`src/logic/dcr_pkg.sv`:
```
`default_nettype none
package dcr_pkg;
	// =====================================================================
	// widths
	localparam int DCR_AW = 20;
	localparam int DCR_CW = 16;
	localparam int DCR_NSRC = 4;
	// =====================================================================
	// control register bit positions
	localparam int DCR_BIT_SIZE = 0;
	localparam int DCR_BIT_FWD_DST = 1;
	localparam int DCR_BIT_REQ = 2;
	localparam int DCR_BIT_EN = 3;
	localparam int DCR_BIT_SEL_LO = 4;
	localparam int DCR_BIT_SEL_HI = 5;
	// =====================================================================
	// register word indices
	localparam logic [3:0] DCR_IDX_CTRL = 4'h0;
	localparam logic [3:0] DCR_IDX_SRC = 4'h1;
	localparam logic [3:0] DCR_IDX_DST = 4'h2;
	localparam logic [3:0] DCR_IDX_RLD = 4'h3;
	localparam logic [3:0] DCR_IDX_FWD = 4'h4;
	localparam logic [3:0] DCR_IDX_CNT = 4'h5;
	localparam logic [3:0] DCR_IDX_XFER = 4'h6;
	// byte address bit 6 picks channel
	localparam int DCR_CH_SHIFT = 6;
	// =====================================================================
	// reset values
	localparam logic [7:0] DCR_CTRL_RST = 8'h00;
	localparam logic [DCR_AW-1:0] DCR_PTR_RST = 20'h00000;
	localparam logic [DCR_CW-1:0] DCR_CNT_RST = 16'h0000;
	// =====================================================================
	// per-channel control carrier
	typedef struct packed {
		logic                  en_wr1;
		logic                  req_clr;
		logic                  sel_chg;
		logic [1:0]            sel;
		logic                  fwd_dst;
		logic [DCR_AW-1:0]     src;
		logic [DCR_AW-1:0]     dst;
		logic [DCR_CW-1:0]     rld;
	} dcr_ctl_t;
	typedef struct packed {
		logic                  en;
		logic                  req;
		logic [DCR_AW-1:0]     fwd;
		logic [DCR_CW-1:0]     cnt;
		logic                  start;
	} dcr_sts_t;
	typedef enum logic [1:0] {
		DCR_IDLE = 2'b00,
		DCR_ACT  = 2'b01
	} dcr_state_t;
endpackage : dcr_pkg
`default_nettype wire

```
`src/logic/dcr_top.sv`:
```
`timescale 1ns/10ps
`default_nettype none
module dcr_top
	import dcr_pkg::*;
(
	// clock and reset
	input  wire logic                 clk_i,
	input  wire logic                 rst_i,
	// wishbone slave
	input  wire logic                 wb_cyc_i,
	input  wire logic                 wb_stb_i,
	input  wire logic                 wb_we_i,
	input  wire logic [7:0]           wb_adr_i,
	input  wire logic [3:0]           wb_sel_i,
	input  wire logic [31:0]          wb_dat_i,
	output logic [31:0]               wb_dat_o,
	output logic                      wb_ack_o,
	// peripheral request sources, asynchronous
	input  wire logic [DCR_NSRC-1:0]  periph_req_i,
	// transfer starts
	output logic [1:0]                xfer_start_o
);
	import dcr_pkg::*;
	logic [DCR_NSRC-1:0] preq_s;
	logic [DCR_NSRC-1:0] preq_d_reg;
	logic [DCR_NSRC-1:0] preq_rise;
	dcr_ctl_t            ctl [2];
	dcr_sts_t            sts [2];
	logic [1:0]          sel_reg [2];
	logic                fwd_dst_reg [2];
	logic                size_reg [2];
	logic [DCR_AW-1:0]   src_reg [2];
	logic [DCR_AW-1:0]   dst_reg [2];
	logic [DCR_CW-1:0]   rld_reg [2];
	logic                wr;
	logic                ch;
	logic [3:0]          idx;
	logic [31:0]         rd_next;
	// =====================================================================
	// request sources synchronised and edge detected
	dcr_sync2 #(.W(DCR_NSRC)) u_sync (
		.clk_i (clk_i),
		.rst_i (rst_i),
		.d_i   (periph_req_i),
		.q_o   (preq_s)
	);
	always_ff @(posedge clk_i) begin
		if (rst_i) begin
			preq_d_reg <= '0;
		end else begin
			preq_d_reg <= preq_s;
		end
	end
	assign preq_rise = preq_s & ~preq_d_reg;
	// =====================================================================
	// bus decode
	assign wr  = wb_cyc_i && wb_stb_i && wb_we_i && !wb_ack_o;
	assign ch  = wb_adr_i[DCR_CH_SHIFT];
	assign idx = wb_adr_i[5:2];
	// =====================================================================
	// configuration registers, one set per channel
	for (genvar c = 0; c < 2; c++) begin : g_ch
		logic hit;
		assign hit = wr && (ch == 1'(c));
		always_ff @(posedge clk_i) begin
			if (rst_i) begin
				sel_reg[c]     <= 2'h0;
				fwd_dst_reg[c] <= 1'b0;
				size_reg[c]    <= 1'b0;
			end else if (hit && idx == DCR_IDX_CTRL && wb_sel_i[0]) begin
				sel_reg[c]     <= wb_dat_i[DCR_BIT_SEL_HI:DCR_BIT_SEL_LO];
				fwd_dst_reg[c] <= wb_dat_i[DCR_BIT_FWD_DST];
				size_reg[c]    <= wb_dat_i[DCR_BIT_SIZE];
			end
		end
		always_ff @(posedge clk_i) begin
			if (rst_i) begin
				src_reg[c] <= DCR_PTR_RST;
				dst_reg[c] <= DCR_PTR_RST;
				rld_reg[c] <= DCR_CNT_RST;
			end else if (hit && wb_sel_i == 4'hF) begin
				if (idx == DCR_IDX_SRC) src_reg[c] <= wb_dat_i[DCR_AW-1:0];
				if (idx == DCR_IDX_DST) dst_reg[c] <= wb_dat_i[DCR_AW-1:0];
				if (idx == DCR_IDX_RLD) rld_reg[c] <= wb_dat_i[DCR_CW-1:0];
			end
		end
		always_comb begin
			ctl[c]         = '0;
			ctl[c].en_wr1  = hit && idx == DCR_IDX_CTRL && wb_sel_i[0]
				&& wb_dat_i[DCR_BIT_EN];
			ctl[c].req_clr = hit && idx == DCR_IDX_CTRL && wb_sel_i[0]
				&& !wb_dat_i[DCR_BIT_REQ];
			ctl[c].sel_chg = hit && idx == DCR_IDX_CTRL && wb_sel_i[0]
				&& wb_dat_i[DCR_BIT_SEL_HI:DCR_BIT_SEL_LO] != sel_reg[c];
			ctl[c].sel     = sel_reg[c];
			ctl[c].fwd_dst = (hit && idx == DCR_IDX_CTRL && wb_sel_i[0])
				? wb_dat_i[DCR_BIT_FWD_DST] : fwd_dst_reg[c];
			ctl[c].src     = src_reg[c];
			ctl[c].dst     = dst_reg[c];
			ctl[c].rld     = rld_reg[c];
		end
		// a cause change raises a spurious request, as the real part may
		dcr_chan u_chan (
			.clk_i     (clk_i),
			.rst_i     (rst_i),
			.ctl_i     (ctl[c]),
			.src_req_i (preq_rise[sel_reg[c]] || ctl[c].sel_chg),
			.sts_o     (sts[c])
		);
	end
	// =====================================================================
	// read mux
	always_comb begin
		rd_next = 32'h0000_0000;
		case (idx)
			DCR_IDX_CTRL: begin
				rd_next[DCR_BIT_SIZE]    = size_reg[ch];
				rd_next[DCR_BIT_FWD_DST] = fwd_dst_reg[ch];
				rd_next[DCR_BIT_REQ]     = sts[ch].req;
				rd_next[DCR_BIT_EN]      = sts[ch].en;
				rd_next[DCR_BIT_SEL_HI:DCR_BIT_SEL_LO] = sel_reg[ch];
			end
			DCR_IDX_SRC: rd_next[DCR_AW-1:0] = src_reg[ch];
			DCR_IDX_DST: rd_next[DCR_AW-1:0] = dst_reg[ch];
			DCR_IDX_RLD: rd_next[DCR_CW-1:0] = rld_reg[ch];
			DCR_IDX_FWD: rd_next[DCR_AW-1:0] = sts[ch].fwd;
			DCR_IDX_CNT: rd_next[DCR_CW-1:0] = sts[ch].cnt;
			default: rd_next = 32'h0000_0000;
		endcase
	end
	always_ff @(posedge clk_i) begin
		if (rst_i) begin
			wb_ack_o <= 1'b0;
			wb_dat_o <= 32'h0000_0000;
		end else begin
			wb_ack_o <= wb_cyc_i && wb_stb_i && !wb_ack_o;
			wb_dat_o <= rd_next;
		end
	end
	always_ff @(posedge clk_i) begin
		if (rst_i) begin
			xfer_start_o <= 2'b00;
		end else begin
			xfer_start_o <= {sts[1].start, sts[0].start};
		end
	end
endmodule : dcr_top
`default_nettype wire

```
`src/logic/dcr_sync2.sv`:
```
`timescale 1ns/10ps
`default_nettype none
module dcr_sync2 #(
	parameter int W = 4
) (
	// clock and reset
	input  wire logic         clk_i,
	input  wire logic         rst_i,
	// data
	input  wire logic [W-1:0] d_i,
	output logic [W-1:0]      q_o
);
	logic [W-1:0] s1_reg;
	if (W < 1) begin : g_bad_w
		$error("bad width");
	end
	always_ff @(posedge clk_i) begin
		if (rst_i) begin
			s1_reg <= '0;
			q_o    <= '0;
		end else begin
			s1_reg <= d_i;
			q_o    <= s1_reg;
		end
	end
endmodule : dcr_sync2
`default_nettype wire

```
`src/logic/dcr_chan.sv`:
```
`timescale 1ns/10ps
`default_nettype none
module dcr_chan
	import dcr_pkg::*;
(
	// clock and reset
	input  wire logic      clk_i,
	input  wire logic      rst_i,
	// control
	input  var  dcr_ctl_t  ctl_i,
	input  wire logic      src_req_i,
	// status
	output var dcr_sts_t   sts_o
);
	dcr_state_t state_reg;
	logic       req_reg;
	logic       start;
	logic [DCR_AW-1:0] fwd_reg;
	logic [DCR_CW-1:0] cnt_reg;
	// =====================================================================
	// enable state
	always_ff @(posedge clk_i) begin
		if (rst_i) begin
			state_reg <= DCR_IDLE;
		end else if (ctl_i.en_wr1) begin
			state_reg <= DCR_ACT;
		end else if (start && cnt_reg == DCR_CNT_RST) begin
			state_reg <= DCR_IDLE;
		end
	end
	// transfer begins at once when active and requested, unless EN is written to 1 in that cycle
	assign start = (state_reg == DCR_ACT) && req_reg && !ctl_i.en_wr1;
	// =====================================================================
	// request flag: hardware set wins over clear
	always_ff @(posedge clk_i) begin
		if (rst_i) begin
			req_reg <= 1'b0;
		end else if (src_req_i) begin
			req_reg <= 1'b1;
		end else if (start) begin
			req_reg <= 1'b0;
		end else if (ctl_i.req_clr) begin
			req_reg <= 1'b0;
		end
	end
	// =====================================================================
	// pointer and counter
	always_ff @(posedge clk_i) begin
		if (rst_i) begin
			fwd_reg <= DCR_PTR_RST;
			cnt_reg <= DCR_CNT_RST;
		end else if (ctl_i.en_wr1) begin
			fwd_reg <= ctl_i.fwd_dst ? ctl_i.dst : ctl_i.src;
			cnt_reg <= ctl_i.rld;
		end else if (start) begin
			fwd_reg <= fwd_reg + DCR_AW'(1);
			cnt_reg <= cnt_reg - DCR_CW'(1);
		end
	end
	always_ff @(posedge clk_i) begin
		if (rst_i) begin
			sts_o <= '0;
		end else begin
			sts_o.en    <= (state_reg == DCR_ACT);
			sts_o.req   <= req_reg;
			sts_o.fwd   <= fwd_reg;
			sts_o.cnt   <= cnt_reg;
			sts_o.start <= start;
		end
	end
endmodule : dcr_chan
`default_nettype wire

```
`config.mk`:
```
export PLATFORM = sky130hd
export DESIGN_NAME = dcr_top
export DESIGN_NICKNAME = d
export VERILOG_FILES = /design/src/logic/dcr_pkg.sv /design/src/logic/dcr_top.sv /design/src/logic/dcr_sync2.sv /design/src/logic/dcr_chan.sv
export SDC_FILE = /design/constraint.sdc
export NUM_CORES = 1
export LEC_CHECK = 0
export BUFFER_PORTS_ARGS = -buffer_cell sky130_fd_sc_hd__buf_2
export CAP_MARGIN = 15
export CORE_ASPECT_RATIO = 0.6
export CORE_MARGIN = 2
export CORE_UTILIZATION = 35
export CTS_CLUSTER_SIZE = 24
export DETAILED_ROUTE_END_ITERATION = 10
export PLACE_DENSITY = 0.57
export SETUP_SLACK_MARGIN = 0.2
export SLEW_MARGIN = 20
export SYNTH_ARGS = -nofsm -noshare
export SYNTH_HDL_FRONTEND = slang
export SYNTH_HIERARCHICAL = 1
export SYNTH_SLANG_ARGS = --single-unit
```
`constraint.sdc`:
```
create_clock -name clk_i -period 2.9 [get_ports clk_i]
set_input_delay 0.145 -clock clk_i [delete_from_list [all_inputs] [get_ports clk_i]]
set_output_delay 0.145 -clock clk_i [all_outputs]
set_load 0.03 [all_outputs]
```
==> impl_metrics.yaml <==
outcome:
  outcome: "finished clean"
worst_hold_path:
  hp-start: "wb_dat_i[1]"
  hp-class: "in2reg"
global_route:
  grt-ovfl-total: 0
  antenna_found_initial: 2
  grt_pass1_wl_um: 66600
  grt_use_total_pct: 22.0
  grt_pass1_vias: 9923
  grt_max_degree: 67
clock_network:
  cts_made_buffers: 30
  cts_resized: 0
  clock-root-buffer: "clkbuf_16"
  clockBufferDepth: 3
  cts.sinks: 309
  cts_tree: "built"
  path_clk_slew_ns: 0.07
  post_cts_buffers: 0
  clk_latency_ns: 0.57
  h-tree-depth: 1
critical_path:
  worst-path-max-fanout: 15
  crit_required_ns: 3.33
  timing.critical_path.mode_cell: "mux2_2"
  slowest_stage: "mux2_2"
  path_delay_family: "multiplexers"
  critical_path.max_stage_delay_ns: 0.62
  start_kind: "flip-flop"
  crit_arrival_ns: 2.97
  crit_chain: "nand3b_1 -> nor4_2 -> mux2_2 -> mux2_2 -> o21ai_0 -> a21oi_1"
  crit_start: "wb_ack_o$_SDFF_PP0_"
  worst-setup-path-type: "reg2reg"
  r2r_start: "wb_ack_o$_SDFF_PP0_"
  critPathBufInv: 0
  setup.worst_path.end_class: "flip-flop"
finish:
  regMostFlops: "g_ch.u_chan/sts_o"
  drive_gt1_share_pct: 15.1
  syn2layout_area_growth_pct: 15.9
  diodes: 0
  nNetsFinal: 1462
  largest_register_ffs: 78
  fin_cells: 1951
  fillers: 3823
timing:
  setup-violations-final: 0
  worst_pin_slew_ns: 1.10
  fmax_mhz: 393
  fin_crit_ns: 2.54
  fin_skew_ns: 0.00890
  hold_viol_final: 0
  rsz0062_at_grt: "false"
  max-slew-margin-rel_pct: 26.8
  finalCritPeriodShare_pct: 87.8
  final-max-slew-violation-count: 0
  timing.final.ws_setup_ns: 0.355
  fin_tns_setup_ns: 0
floorplanning:
  fp.dieH_um: 158
  die_w_um: 261
  core_um2: 39100
  initial_core_util_pct: 35.6
  io_pins: 88
  rows: 56
  die-area_um2: 41400
route:
  via_count: 10800
  top_layer: "met4"
  drt_wl_total_um: 45500
  wl_met1_um: 22700
  postRouteAntennaNets: 0
  drc: 0
  wl_met3_um: 4970
  routedWlPerCell_um: 23.3
  first_pass_iters: 5
  drt_iter0_drc: 1193
  viasPerCell: 5.53
  wl_met2_um: 17100
pwr:
  p_per_area_nw_per_um2: 577
  leakage_nw: 5.90
  peakVddDrop_mv: 0.438
synth:
  synthCells: 1327
  syn_area_per_cell_um2: 10.5
  synth_warnings: 6
  syn_area_um2: 13900
place:
  place_worst_setup_slack_ns: 0.0955
  gp_congestion: 0.890
  dp_cells: 1871
  dp_hpwl_um: 31400
  io_buffers: 60
job:
  maxCapViolations: 0
area by class of cell:
| cell class | instances | area [um2] | area share, % |
|---|---|---|---|
| Multi-Input combinational cell | 903 | 6020 | 37.3 |
| Sequential cell | 309 | 7390 | 45.8 |
| Tap cell | 522 | 653 | 4.05 |
| Inverter | 24 | 90.1 | 0.559 |
| Clock buffer | 34 | 787 | 4.88 |
| Clock inverter | 22 | 221 | 1.37 |
| Timing Repair Buffer | 137 | 972 | 6.03 |
worst paths after layout:
path	endpoint	slack [ns]	depth (start not counted)
worst max-delay path	g_ch[0].u_chan/fwd_reg[6]$_SDFFE_PP0P_	0.36	6
worst min-delay path	fwd_dst_reg[1]$_SDFFCE_PN0P_	0.05	2
worst max register to register	g_ch[0].u_chan/fwd_reg[6]$_SDFFE_PP0P_	0.36	6
worst min register to register	u_sync/q_o[1]$_SDFF_PP0_	0.43	1
cells in the final DEF, fill, tap and decap left out, drive strengths merged, types with 18 or more instances in the layout:
master	count
xnor2	42
and3	37
nor2b	81
a211oi	34
mux2i	110
dfxtp	189
nand2	75
mux2	18
o21ai	28
inv	23
o31a	20
o22ai	38
nor2	164
nor4	36
edfxtp	120
buf	113
a21oi	42
clkbuf	34
dlygate4sd3	24
per-layer routing:
layer	vias to the layer above	track usage [%]
li1	4958	-
met1	5250	36.0
met2	530	28.5
met3	46	4.89
met4	0	3.92
met5	-	0
through the flow:
step / total power, mW / utilization, % / cell area, um2 / hold slack [ns]
finish: 9.30 / 41.3 / 16100 / 0.0546
floorplan: 5.07 / - / 14000 / 0.217
global placement: 5.29 / 38.1 / 14900 / 0.358
detailed placement: 5.30 / 38.1 / 14900 / 0.358
global route: 9.58 / 41.3 / 16100 / 0.0359
CTS: 9.36 / 41.3 / 16100 / 0.0169
report_power, final:
group	total [mW]	switching, mW	internal, mW
combinational	0.572	0.376	0.195
clock	4.07	1.76	2.31
sequential	4.66	0.0731	4.59
what timing repair did:
action | in CTS | in global routing
hold buffers | 24 | 0
hold endpoints to repair | 100 | 0
endpoints found under the setup margin | 0 | 0
Note: power is estimated with default switching activity, not from simulation.
